**src/design/flash_prot_cfg.svh**
```systemverilog
// Sizes, fill value and geometry constants for the flash protection block
`ifndef FLASH_PROT_CFG_SVH
`define FLASH_PROT_CFG_SVH

`define FBP_FLASH_BYTES 65536
`define FBP_ERASE_BYTES 1024
`define FBP_PROT_BYTES 2048
`define FBP_WORD_BYTES 4
`define FBP_ERASED_WORD 32'hffffffff
`define FBP_NO_DATA 32'h00000000

`endif

```
**src/design/flash_prot_pkg.sv**
```systemverilog
// Types shared by the flash protection block and its region guard
package flash_prot_pkg;

  typedef enum logic [1:0] {
    OP_READ = 2'b00,
    OP_PROGRAM = 2'b01,
    OP_ERASE = 2'b10
  } op_e;

  typedef enum logic [1:0] {
    SRC_FETCH = 2'b00,
    SRC_DATA = 2'b01,
    SRC_DEBUG = 2'b10
  } src_e;

  // Code 2'b11 is not a defined setting and is treated as execute-only
  typedef enum logic [1:0] {
    PROT_NONE = 2'b00,
    PROT_RO = 2'b01,
    PROT_XO = 2'b10,
    PROT_RSVD = 2'b11
  } prot_e;

  typedef enum logic [1:0] {
    ST_IDLE = 2'b00,
    ST_ACCESS = 2'b01,
    ST_ERASE = 2'b10,
    ST_RESP = 2'b11
  } state_e;

  typedef struct packed {
    op_e op;
    src_e src;
    logic [15:0] addr;
    logic [31:0] wdata;
  } req_s;

  typedef struct packed {
    logic write;
    logic [13:0] windex;
    logic [31:0] wdata;
  } arr_s;

endpackage : flash_prot_pkg

```
**src/design/region_guard.sv**
```systemverilog
// Access decision for one protection region
`timescale 1ns/100ps

module region_guard (
  input wire flash_prot_pkg::prot_e prot,
  input wire flash_prot_pkg::op_e op,
  input wire flash_prot_pkg::src_e src,
  output logic deny,
  output logic is_ro,
  output logic is_xo
);

  wire is_read = (op == flash_prot_pkg::OP_READ);
  wire is_fetch = (src == flash_prot_pkg::SRC_FETCH);

  // Undefined setting falls to the strictest level
  assign is_ro = (prot == flash_prot_pkg::PROT_RO);
  assign is_xo = (prot == flash_prot_pkg::PROT_XO) ||
                 (prot == flash_prot_pkg::PROT_RSVD);

  // Modify refused on both levels; data reads refused on execute-only
  assign deny = (!is_read && (is_ro || is_xo))
              || (is_read && is_xo && !is_fetch);

endmodule : region_guard

```
**src/design/flash_block_protection.sv**
```systemverilog
// Flash block access gate: protection check, erase sequencer, array port
//
// Contract
// - Flash array holds 64 KB, addressed as on-chip nonvolatile memory.
// - Erase works on 1-KB units, each erased without touching others.
// - Erase leaves every bit of the unit at one.
// - Protection is set per 2-KB pair of erase units, independently.
// - Each region is unprotected, read-only or execute-only.
// - Read-only regions refuse erase and program but allow reads.
// - Execute-only regions refuse erase and program.
// - Execute-only regions serve instruction fetch only, not data or debug.
`timescale 1ns/100ps
`include "flash_prot_cfg.svh"

module flash_block_protection #(
  parameter int FLASH_BYTES = `FBP_FLASH_BYTES,
  parameter int ERASE_BYTES = `FBP_ERASE_BYTES,
  parameter int PROT_BYTES = `FBP_PROT_BYTES
) (
  input wire logic ref_clk,
  input wire logic reset,
  input wire logic ce,
  input wire flash_prot_pkg::prot_e [FLASH_BYTES/PROT_BYTES-1:0] region_prot,
  input wire logic req_valid,
  output logic req_ready,
  input wire flash_prot_pkg::req_s req,
  output logic rsp_valid,
  output logic rsp_err,
  output logic [31:0] rsp_rdata,
  output logic arr_valid,
  output flash_prot_pkg::arr_s arr_req,
  input wire logic arr_ack,
  input wire logic [31:0] arr_rdata
);

  // ---------------------------------------------------------------
  // Geometry
  // ---------------------------------------------------------------
  localparam int ADDR_W = $clog2(FLASH_BYTES);
  localparam int UNIT_LSB = $clog2(ERASE_BYTES);
  localparam int PROT_LSB = $clog2(PROT_BYTES);
  localparam int WORD_LSB = $clog2(`FBP_WORD_BYTES);
  localparam int CNT_W = UNIT_LSB - WORD_LSB;
  localparam int NREG = FLASH_BYTES / PROT_BYTES;
  localparam logic [CNT_W-1:0] CNT_LAST = '1;

  // The package fixes a 16-bit byte address, so only 64 KB fits
  if (ADDR_W != 16 || (1 << ADDR_W) != FLASH_BYTES)
  begin : bad_flash_size
    $error("flash size must be 64 KB");
  end
  if (PROT_BYTES != 2 * ERASE_BYTES)
  begin : bad_prot_size
    $error("protection region must pair two erase units");
  end
  if ((1 << UNIT_LSB) != ERASE_BYTES || ERASE_BYTES < 8)
  begin : bad_erase_size
    $error("erase unit must be a power of two of at least 8 bytes");
  end

  // ---------------------------------------------------------------
  // State
  // ---------------------------------------------------------------
  flash_prot_pkg::state_e state_q, state_d;
  flash_prot_pkg::req_s req_q;
  logic [CNT_W-1:0] cnt_q;
  logic rsp_err_q;
  logic [31:0] rsp_rdata_q;

  // ---------------------------------------------------------------
  // Protection lookup on the incoming request
  // ---------------------------------------------------------------
  wire [ADDR_W-PROT_LSB-1:0] reg_idx = req.addr[ADDR_W-1:PROT_LSB];
  wire flash_prot_pkg::prot_e cur_prot = region_prot[reg_idx];
  logic deny;
  logic hit_ro;
  logic hit_xo;

  region_guard u_guard (
    .prot(cur_prot),
    .op(req.op),
    .src(req.src),
    .deny(deny),
    .is_ro(hit_ro),
    .is_xo(hit_xo)
  );

  // ---------------------------------------------------------------
  // Decode
  // ---------------------------------------------------------------
  wire in_idle = (state_q == flash_prot_pkg::ST_IDLE);
  wire in_access = (state_q == flash_prot_pkg::ST_ACCESS);
  wire in_erase = (state_q == flash_prot_pkg::ST_ERASE);
  wire in_resp = (state_q == flash_prot_pkg::ST_RESP);
  wire take = ce && in_idle && req_valid;
  wire acked = ce && arr_ack && (in_access || in_erase);
  wire erase_done = in_erase && acked && (cnt_q == CNT_LAST);
  wire is_erase = (req.op == flash_prot_pkg::OP_ERASE);
  wire q_read = (req_q.op == flash_prot_pkg::OP_READ);
  wire q_write = (req_q.op == flash_prot_pkg::OP_PROGRAM);

  assign req_ready = ce && in_idle;
  assign rsp_valid = ce && in_resp;
  assign rsp_err = rsp_err_q;
  assign rsp_rdata = rsp_rdata_q;

  // A denied request never reaches the array port
  assign arr_valid = in_access || in_erase;

  // Erase walks every word of the addressed unit only
  wire [13:0] erase_idx = {req_q.addr[ADDR_W-1:UNIT_LSB], cnt_q};
  wire [13:0] word_idx = req_q.addr[ADDR_W-1:WORD_LSB];

  assign arr_req.write = in_erase || q_write;
  assign arr_req.windex = in_erase ? erase_idx : word_idx;
  // Erase is done as all-ones fill so no bit of the unit is left low
  assign arr_req.wdata = in_erase ? `FBP_ERASED_WORD : req_q.wdata;

  // ---------------------------------------------------------------
  // Next state
  // ---------------------------------------------------------------
  always_comb
  begin
    state_d = state_q;
    case (state_q)
      flash_prot_pkg::ST_IDLE:
        if (take)
        begin
          if (deny)
            state_d = flash_prot_pkg::ST_RESP;
          else if (is_erase)
            state_d = flash_prot_pkg::ST_ERASE;
          else
            state_d = flash_prot_pkg::ST_ACCESS;
        end
      flash_prot_pkg::ST_ACCESS:
        if (acked)
          state_d = flash_prot_pkg::ST_RESP;
      flash_prot_pkg::ST_ERASE:
        if (erase_done)
          state_d = flash_prot_pkg::ST_RESP;
      flash_prot_pkg::ST_RESP:
        if (ce)
          state_d = flash_prot_pkg::ST_IDLE;
      default:
        state_d = flash_prot_pkg::ST_IDLE;
    endcase
  end

  // ---------------------------------------------------------------
  // Registers
  // ---------------------------------------------------------------
  always_ff @(posedge ref_clk)
  begin
    if (reset)
      state_q <= flash_prot_pkg::ST_IDLE;
    else if (ce)
      state_q <= state_d;
  end

  always_ff @(posedge ref_clk)
  begin
    if (reset)
      req_q <= '0;
    else if (take)
      req_q <= req;
  end

  always_ff @(posedge ref_clk)
  begin
    if (reset || take)
      cnt_q <= '0;
    else if (in_erase && acked)
      cnt_q <= cnt_q + 1'b1;
  end

  // Error answer carries no array data
  always_ff @(posedge ref_clk)
  begin
    if (reset)
    begin
      rsp_err_q <= 1'b0;
      rsp_rdata_q <= `FBP_NO_DATA;
    end
    else if (take)
    begin
      rsp_err_q <= deny;
      rsp_rdata_q <= `FBP_NO_DATA;
    end
    else if (in_access && acked && q_read)
      rsp_rdata_q <= arr_rdata;
  end

  // ---------------------------------------------------------------
  // Assertions
  // ---------------------------------------------------------------
  ro_modify_refused_a: assert property (@(posedge ref_clk) disable iff (reset)
    take && hit_ro && req.op != flash_prot_pkg::OP_READ
    |=> state_q == flash_prot_pkg::ST_RESP && rsp_err_q)
    else $error("read-only region accepted a modify");

  ro_read_served_a: assert property (@(posedge ref_clk) disable iff (reset)
    take && hit_ro && req.op == flash_prot_pkg::OP_READ
    |=> state_q == flash_prot_pkg::ST_ACCESS && !rsp_err_q)
    else $error("read-only region refused a read");

  xo_modify_refused_a: assert property (@(posedge ref_clk) disable iff (reset)
    take && hit_xo && req.op != flash_prot_pkg::OP_READ
    |=> state_q == flash_prot_pkg::ST_RESP && rsp_err_q)
    else $error("execute-only region accepted a modify");

  xo_data_denied_a: assert property (@(posedge ref_clk) disable iff (reset)
    take && hit_xo && req.op == flash_prot_pkg::OP_READ &&
    req.src != flash_prot_pkg::SRC_FETCH
    |=> rsp_err_q && !arr_valid)
    else $error("execute-only region served a data read");

  xo_fetch_served_a: assert property (@(posedge ref_clk) disable iff (reset)
    take && hit_xo && req.op == flash_prot_pkg::OP_READ &&
    req.src == flash_prot_pkg::SRC_FETCH
    |=> arr_valid && !arr_req.write)
    else $error("execute-only region refused a fetch");

  err_no_data_a: assert property (@(posedge ref_clk) disable iff (reset)
    rsp_valid && rsp_err_q |-> rsp_rdata_q == `FBP_NO_DATA)
    else $error("error answer carried data");

  erase_all_ones_a: assert property (@(posedge ref_clk) disable iff (reset)
    arr_valid && in_erase
    |-> arr_req.write && arr_req.wdata == `FBP_ERASED_WORD)
    else $error("erase wrote a word other than all ones");

  erase_in_unit_a: assert property (@(posedge ref_clk) disable iff (reset)
    in_erase |-> arr_req.windex[13:CNT_W] ==
      req_q.addr[ADDR_W-1:UNIT_LSB])
    else $error("erase left its unit");

  erase_length_a: assert property (@(posedge ref_clk) disable iff (reset)
    in_erase && acked && cnt_q == CNT_LAST
    |=> state_q == flash_prot_pkg::ST_RESP && cnt_q == '0)
    else $error("erase did not end after the last word");

  erase_start_a: assert property (@(posedge ref_clk) disable iff (reset)
    take && !deny && is_erase
    |=> in_erase && cnt_q == '0 && !rsp_err_q)
    else $error("erase did not start from the first word");

  denied_cov_c: cover property (@(posedge ref_clk) disable iff (reset)
    take && deny ##1 rsp_valid);
  erase_cov_c: cover property (@(posedge ref_clk) disable iff (reset)
    erase_done ##1 rsp_valid && !rsp_err_q);
  fetch_xo_cov_c: cover property (@(posedge ref_clk) disable iff (reset)
    take && hit_xo && req.src == flash_prot_pkg::SRC_FETCH);

endmodule : flash_block_protection

```
**config.mk**
```make
export PLATFORM = sky130hd
export DESIGN_NAME = flash_block_protection
export DESIGN_NICKNAME = d
export VERILOG_FILES = /design/src/design/flash_prot_pkg.sv /design/src/design/region_guard.sv /design/src/design/flash_block_protection.sv
export VERILOG_INCLUDE_DIRS = /design/src /design/src/design
export SDC_FILE = /design/constraint.sdc
export NUM_CORES = 1
export LEC_CHECK = 0
export ABC_AREA = 1
export BUFFER_PORTS_ARGS = -buffer_cell sky130_fd_sc_hd__buf_4
export CAP_MARGIN = 20
export CORE_MARGIN = 2
export CORE_UTILIZATION = 40
export CTS_CLUSTER_SIZE = 30
export DETAILED_ROUTE_END_ITERATION = 10
export PLACE_DENSITY_LB_ADDON = 0.08
export SLEW_MARGIN = 20
export SYNTH_ARGS = -nofsm -noshare
export SYNTH_HDL_FRONTEND = slang
export SYNTH_SLANG_ARGS = --single-unit
```
**constraint.sdc**
```tcl
create_clock -name ref_clk -period 1.85 [get_ports ref_clk]
set_clock_uncertainty 0.15 [all_clocks]
set_input_delay 0 -clock ref_clk [delete_from_list [all_inputs] [get_ports ref_clk]]
set_output_delay 0 -clock ref_clk [all_outputs]
set_load 0.05 [all_outputs]
```
Yosys cells after proc, flatten, opt, wreduce, memory -nomap -nowiden
Index checks and enable logic that the tools add are counted.
{ "totals": {"ff_bits": 93, "in_bits": 153, "output_inout_bits": 83} }
{ "op_classes": {"n_addsub": 1, "magnitude_cmp": 1, "eq_ne": 12, "mux": 10, "n_reduce_logical": 26} }
{ "ops": {"columns": ["operator", "count"], "rows": [
  ["$mux W32", 1],
  ["$logic_and A1 B1 Y1", 12],
  ["$mux W2", 6],
  ["$bmux W2 S5", 1],
  ["$eq A2 B2 Y1 const B", 5],
  ["$add A8 B1 Y8 const B", 1],
  ["$eq A8 B8 Y1 const B", 1],
  ["$logic_not A2 Y1", 4],
  ["$mux W8", 1],
  ["$pmux W2 S4", 1],
  ["$eq A2 B1 Y1 const B", 3],
  ["$logic_or A1 B1 Y1", 6],
  ["$lt A5 B6 Y1 const B", 1],
  ["$ne A2 B1 Y1 const B", 3],
  ["$reduce_and A4 Y1", 1],
  ["$logic_not A1 Y1", 2],
  ["$reduce_or A2 Y1", 1]
]} }

Longest topological paths before layout
Gate-level depths: netlist of the first run.
{ "depth": {"word_depth": 10, "depth_mapped": 13, "mapped_depth_nobuf": 12} }

Modules after synthesis
A second synthesis of the first run with hierarchy kept.
{ "hier_totals": {"cells_unflattened": 669, "area_unflattened_um2": 4416.7} }
{ "modules_own_cells": {"columns": ["module", "n_inst", "cells_each", "area_per_inst_um2"], "rows": [
  ["flash_block_protection", 1, 658, 4366.7],
  ["region_guard", 1, 11, 50.0]
]} }

Least setup slack after synthesis of the first run
Ideal clock, no wire load.
{ "synth_timing": {"kind": "register to register", "from": "register state_q[0]", "to": "register state_q[0]", "arrival_time_ps": 2031, "setup_slack_ps": -452, "stages_incl_launch_ff": 12, "synth_period_minus_slack_ps": 2302, "cell_sequence": "dfxtp_1 -> inv_1 -> ha_1 -> nand3_2 -> nor2_4 -> nand3_2 -> nor2_4 -> nand3_2 -> nand2_2 -> nand4_2 -> a21oi_1 -> a21oi_1"} }
{ "synth_via": {"elab_chain_len": 7, "elab_cells_between_ends": 15} }
{ "synth_lines": {"columns": ["element", "line", "rtl"], "rows": [
  ["start: declaration", "flash_block_protection.sv:64", "flash_prot_pkg::state_e state_q, state_d;"],
  ["start signal: assignment", "flash_block_protection.sv:156", "state_q <= flash_prot_pkg::ST_IDLE;"],
  ["start signal: assignment", "flash_block_protection.sv:158", "state_q <= state_d;"],
  ["$eq A2 B1 Y1 / $eq A2 B2 Y1 (equally long branches)", "flash_block_protection.sv:92, flash_block_protection.sv:93", null],
  ["$logic_or A1 B1 Y1 (*)", null, null],
  ["via arr_valid", "flash_block_protection.sv:30", "output logic arr_valid,"],
  ["$logic_and A1 B1 Y1 (*)", "flash_block_protection.sv:96", "wire acked = ce && arr_ack && (in_access || in_erase);"],
  ["$logic_and A1 B1 Y1 (2 in series)", "flash_block_protection.sv:97", "wire erase_done = in_erase && acked && (cnt_q == CNT_LAST);"],
  ["$ne A2 B1 Y1 (no source line)", null, null],
  ["$reduce_and A4 Y1 (no source line) (*)", null, null]
]} }
Mark *: on every way through the listed nets, which the timed path passes. The rest lies on a longest branch.
A chain may end at the register's enable or synchronous reset.

Final worst setup path of the first run
{ "layout_timing": {"from": "register state_q[1]", "to": "register state_q[1]"} }
{ "layout_via": {"elab_chain_len": 7, "elab_cells_between_ends": 15} }
{ "layout_lines": {"columns": ["element", "line"], "rows": [
  ["$eq A2 B1 Y1 / $eq A2 B2 Y1 (equally long branches)", "flash_block_protection.sv:92, flash_block_protection.sv:125, flash_block_protection.sv:93"],
  ["$logic_or A1 B1 Y1", "flash_block_protection.sv:96"],
  ["$logic_and A1 B1 Y1", "flash_block_protection.sv:96"],
  ["$logic_and A1 B1 Y1 (2 in series)", "flash_block_protection.sv:97"],
  ["$ne A2 B1 Y1 (no source line)", null],
  ["$reduce_and A4 Y1 (no source line)", null]
]} }
Parallel ways exist; a longest one is shown, timed or not.

==> flow_summary.yaml, run 1 <==
floorplan:
  core_area_um2: 10400
  die_area_um2: 11700
  rows: 37
  die_w_um: 108
  start_util_pct: 41.5
  die_y_um: 108
  io_pins: 236
timing:
  relSlewSlack_pct: 67.6
  setup_violations: 2
  finalCriticalPeriod_ps: 1850
  slew_viol_final: 0
  tightest_slew_ps: 485
  rsz0062_at_grt: "true"
  hold_viol: 0
  setup_slack_ps: -2.75
  fin_crit_sh_pct: 100
  max_freq_mhz: 540
global_routing:
  grt_pass1_wl_um: 21900
  grt_max_degree: 46
  grt_usage_pct: 23.2
  first_global_vias: 4872
  grt.overflow.total: 0
  antenna_found_initial: 0
finish:
  fin_cells: 1088
  drive_gt1_share_pct: 31.0
  area_delta_synth_final_pct: 70.6
  num_antenna_cells: 0
  fin_util_pct: 70.8
  finalNetCount: 1105
  finalInstanceArea_um2: 7370
clock_network:
  path_clk_slew_ps: 80
  clock_latency_ps: 350
  cts_tree: "yes"
  cts-root-buf: "clkbuf_8"
  cts_buffer_depth: 2
  cts_sinks: 91
  cts_buffers: 9
  htree_num_levels: 3
hold_path:
  hp-start: "req[44]"
  hold_path.class: "in -> reg"
  hold_path_end: "erase_idx[10]$_SDFFE_PP0P_"
  hold-path-cell-count: 3
yosys:
  synth_nets: 797
  yosysWarnings: 0
  synth_top_area_share_pct: 42.1
  netlist-cell-type-count: 25
  yosysTopAreaCell: "dfxtp_1"
  syn_avg_cell_area_um2: 6.77
  synth-seq-cells: 91
  ys_seq_area_share_pct: 42.1
  synth_edf_count: 0
  ys.flop_type: "dfxtp_1"
  async_flop_share_pct: 0
  netlist_instances: 639
  synth_area_leaders: "dfxtp_1 42%, nand2_1 13%, nand3_1 11%"
  syn_area_um2: 4320
detailed_routing:
  dr.pass1.iters: 5
  routedWlPerCell_um: 12.9
  via_per_inst: 4.78
  wirelength_um: 14100
  route.antenna.remaining_nets: 0
  route.vias.total: 5203
  drc: 0
  first_iter_violations: 318
critical_path:
  cp_max_fo: 4
  worstRegToRegCells: 11
  reg2reg_slack_ps: -3
  cp-start-kind: "register"
  crit_start: "state_q[1]$_SDFFE_PP0P_"
  max_stage_delay_ps: 350
  cp.arrival_ps: 1940
  crit_chain: "inv_2 -> ha_4 -> nand3_4 -> nor2_4 -> nand3_4 -> nor2_4 -> nand3_2 -> nand2_2 -> nand4_4 -> a21oi_2 -> a21oi_1"
  required_ps: 1940
  worstReg2RegStart: "state_q[1]$_SDFFE_PP0P_"
  worstReg2RegEnd: "state_q[1]$_SDFFE_PP0P_"
  worst-setup-path-type: "reg -> reg"
  end_kind: "register"
  critPathSlowestCell: "dfxtp_2"
pwr:
  irDropWorstVdd_uv: 786
  totalPowerFinal_w: 0.00661
  intPower_w: 0.00388
  pwr-share-seq_pct: 32.3
  p_leak_nw: 3.54
  p_sw_share_pct: 41.2
  cellPowerDensity_nw_per_um2: 896
  pwr-share-clk_pct: 21.0
  switchingPower_w: 0.00273
  power_frac_comb_pct: 46.7
placement:
  placed_area_um2: 6200
  hpwlAfterDp_um: 9320
  pre_cts_ws_ps: -50.7
  gp_congestion: 0.797
  dpl.cell_count: 979
  io_buffers: 233
outcome:
  status: "finished, violations left"
  violations: "setup timing"
run:
  max_cap_viol_count: 0
[how the worst max path moves through the flow]
stage                                    to  slack (ps)
floorplan                       arr_req[37]        -310
global placement    state_q[1]$_SDFFE_PP0P_          10
detailed placement  state_q[1]$_SDFFE_PP0P_         -50
CTS                 state_q[1]$_SDFFE_PP0P_           6
global route          cnt_q[7]$_SDFFE_PP0P_        -100
finish              state_q[1]$_SDFFE_PP0P_          -3
[cell usage after synthesis, types with 5 or more instances]
| cell type | count |
|---|---|
| nand2_1 | 148 |
| dfxtp_1 | 91 |
| nand3_1 | 98 |
| buf_2 | 15 |
| inv_1 | 59 |
| nor2_1 | 71 |
| a21oi_1 | 12 |
| ha_1 | 5 |
| clkbuf_1 | 18 |
| o21ai_0 | 91 |
| buf_4 | 8 |
[power groups by stage]
stage | sequential [W] | combinational [W] | clock [W]
after floorplan | 0.00223 | 0.00190 | 0
after global placement | 0.00218 | 0.00286 | 0
after detailed placement | 0.00218 | 0.00287 | 0
after CTS | 0.00214 | 0.00303 | 0.00144
after global routing | 0.00215 | 0.00328 | 0.00152
final | 0.00213 | 0.00309 | 0.00139
[kinds of logic after synthesis]
| family | after synthesis | share of synthesized area (%) |
|---|---|---|
| XOR/XNOR | 1 | 0.203 |
| AO/OA/AOI/OAI | 106 | 12.4 |
| adder cells (fa/ha/maj) | 5 | 1.45 |
| buffers and inverters | 109 | 11.3 |
| AND/OR/NAND/NOR | 327 | 32.6 |
| flip-flops | 91 | 42.1 |
[sequential cells by signal, summed over array words and instances (netlist names)]
| name | flops |
|---|---|
| erase_idx | 6 |
| rsp_err | 1 |
| state_q | 2 |
| req_q | 42 |
| rsp_rdata | 32 |
| cnt_q | 8 |
[final cells by class]
type,count,area [um^2]
inverter,64,243
timing repair buffer,342,2870
fill,853,3040
multi-input combinational,439,2060
clock buffer,11,151
clock inverter,5,60.1
tap,136,170
sequential,91,1820
[routing by layer]
layer,vias to the layer above,GRT usage (%),part of all wire [%]
met2,194,41.2,52
met4,0,8.33,1.9
met5,-,0,0
met3,26,5.06,6.1
met1,2331,27.6,40
li1,2652,-,-
[cell usage in the layout, fill, tap and decap left out, types with 2 or more instances in the layout]
cell,Yosys,final
nand2_2,1,2
nand3_4,0,2
dfxtp_2,0,2
dfxtp_1,91,89
inv_2,3,6
inv_1,59,56
a21oi_1,12,11
nor2_4,3,3
dlygate4sd3_1,0,84
buf_12,0,5
buf_4,8,251
nand2_1,148,147
nand4_1,2,2
ha_1,5,4
o21ai_0,91,87
clkbuf_8,0,11
o21ai_1,0,4
nor2_1,71,70
nand3_1,98,98
[metrics by stage]
step,hold WS (ps),setup TNS (ps)
5_1_grt,123,-848
6_report,114,-3.65
3_5_place_dp,29.9,-96.1
2_1_floorplan,-80.9,-1550
3_3_place_gp,24.0,0
4_1_cts,83.8,0
[timing repair]
| action | in CTS | in global routing |
|---|---|---|
| cloned | 0 | 1 |
| resized for setup | 1 | 12 |
| setup endpoints to repair | 26 | 74 |
| endpoints found under the hold margin | 82 | 0 |
| hold buffers | 84 | 0 |
| pin swaps | 2 | 2 |
| buffers inserted | 3 | 5 |
[critical path, delay by kind of cell, from the launching register on]
family / cells / cell delay (ps)
buffers and inverters: 1 / 60
adders and majority gates: 1 / 270
AOI/OAI and AO/OA: 2 / 220
and+or+nand+nor: 7 / 690
DFF: 1 / 350
(Power assumes the default switching activity.)
==> run 2: changes to the inputs <==
- REMOVE_ABC_BUFFERS: unset -> 1
==> flow_summary.yaml, run 2 (synthesis results as in run 1) <==
outcome:
  status: "complete, no violations"
finish:
  fill_cells: 805
  final_common_cell: "buf_4"
  top_register: "req_q"
  largest_register_ffs: 42
  drive_gt1_share_pct: 31.7
  num_antenna_cells: 0
  area_delta_synth_final_pct: 74.5
  multi_input_area_um2: 2080
  seqCellArea_um2: 1820
  final_cell_mix: "224 x buf_4, 146 x nand2_1, 98 x nand3_1"
  finalInstanceArea_um2: 7540
  finalNetCount: 1110
timing:
  fin_crit_sh_pct: 98.8
  hold_slack_ps: 84.4
  rsz0062_at_grt: "true"
  slew_viol_final: 0
  relSlewSlack_pct: 67.1
  hold_viol: 0
  max_freq_mhz: 547
  setup_violations: 0
  finalCriticalPeriod_ps: 1830
  tightest_slew_ps: 494
clock_network:
  htree_num_levels: 3
  path_clk_slew_ps: 90
  cts_buffers: 9
  cts-root-buf: "clkbuf_8"
  cts_sinks: 91
  clock_latency_ps: 350
  cts_tree: "yes"
  cts_buffer_depth: 2
critical_path:
  required_ps: 1950
  cp-start-kind: "register"
  max_stage_delay_ps: 350
  path_buf_inv: 1
  end_kind: "register"
  crit_chain: "inv_2 -> ha_4 -> nand3_4 -> nor2_4 -> nand3_4 -> nor2_4 -> nand3_2 -> nand2_2 -> nand4_4 -> a21oi_2 -> a21oi_1"
  reg2reg_slack_ps: 20
  worst-setup-path-type: "reg -> reg"
  cp.arrival_ps: 1920
  critPathSlowestCell: "dfxtp_2"
  cp_max_fo: 4
  cp_top_family: "simple AND/OR/NAND/NOR gates"
floorplan:
  rows: 37
  die_w_um: 108
  start_util_pct: 41.5
  io_pins: 236
  core_area_um2: 10400
  die_area_um2: 11700
  die_y_um: 108
pwr:
  totalPowerFinal_w: 0.00697
  pwr-share-clk_pct: 20.1
  intPower_w: 0.00412
  switchingPower_w: 0.00285
  p_leak_nw: 3.59
  p_sw_share_pct: 40.9
  irDropWorstVdd_uv: 723
  power_frac_comb_pct: 49.3
  cellPowerDensity_nw_per_um2: 924
  pwr-share-seq_pct: 30.7
detailed_routing:
  drc: 0
  route.antenna.remaining_nets: 0
  route.vias.total: 5294
  wirelength_um: 14500
  dr.pass1.iters: 5
  via_per_inst: 4.84
  routedWlPerCell_um: 13.3
  first_iter_violations: 283
placement:
  hpwlAfterDp_um: 9500
  gp_congestion: 0.799
  placed_area_um2: 6190
  io_buffers: 233
hold_path:
  hold_path.class: "in -> reg"
global_routing:
  grt_pass1_wl_um: 22700
  grt_max_degree: 46
  grt.overflow.total: 0
  first_global_vias: 5079
  antenna_found_initial: 0
  grt_usage_pct: 24.2
run:
  max_cap_viol_count: 0
==> run 2: cell types whose count changed in the layout (fill, tap and decap cells not counted), sizes merged <==
cell and change:
buf +6, clkbuf -1
==> run 2: what timing repair did <==
action | in CTS | in global routing
resized for setup | 20 | 46
endpoints found under the setup margin | 44 | 15
hold endpoints to repair | 82 | 0
gates cloned | 1 | 0
pin swaps | 2 | 7
hold buffers | 84 | 0
buffers inserted | 3 | 4
==> run 2: stage by stage <==
step / utilization (%) / std cells / setup WS, ps / setup TNS [ps]
global route: 72.4 / 1093 / -113 / -393
global placement: 59.4 / 985 / -22.3 / -43.5
floorplan: - / 594 / -1190 / -78320
detailed placement: 59.4 / 985 / -83.2 / -164
CTS: 70.7 / 1089 / 14.0 / 0
finish: 72.4 / 1093 / 22.0 / 0
==> run 2: area by class of cell <==
class	instances	area share, %
clock buffer	11	2.01
sequential	91	24.2
clock inverter	5	0.796
timing repair buffer	347	39.9
multi-input combinational	439	27.6
inverter	64	3.28
tap	136	2.26
==> run 2: worst paths after layout <==
path | from | depth (start not counted) | end
max | state_q[1]$_SDFFE_PP0P_ | 11 | state_q[0]$_SDFFE_PP0P_
min | req[44] | 3 | erase_idx[10]$_SDFFE_PP0P_
max reg2reg | state_q[1]$_SDFFE_PP0P_ | 11 | state_q[0]$_SDFFE_PP0P_
min reg2reg | erase_idx[9]$_SDFFE_PP0P_ | 2 | erase_idx[9]$_SDFFE_PP0P_
==> run 2: power by group through the flow <==
stage / registers [W] / logic [W] / clock network (W)
detailed placement: 0.00217 / 0.00287 / 0
global placement: 0.00217 / 0.00285 / 0
global route: 0.00215 / 0.00364 / 0.00153
finish: 0.00214 / 0.00343 / 0.00140
floorplan: 0.00227 / 0.00169 / 0
CTS: 0.00213 / 0.00319 / 0.00145
==> run 2: routing by layer <==
metal,up-vias,GRT usage (%),wire (um)
met1,2391,27.2,5640
met3,31,5.73,903
met2,210,43.8,7610
met4,0,9.98,389
li1,2662,-,-
met5,-,0,0
==> run 2: worst reg2reg max path: stages (launching register included) <==
cell     delay, ps
dfxtp_2        350
inv_2           50
ha_4           270
nand3_4         80
nor2_4         140
nand3_4         90
nor2_4         120
nand3_2         70
nand2_2        100
nand4_4         90
a21oi_2        130
a21oi_1         80
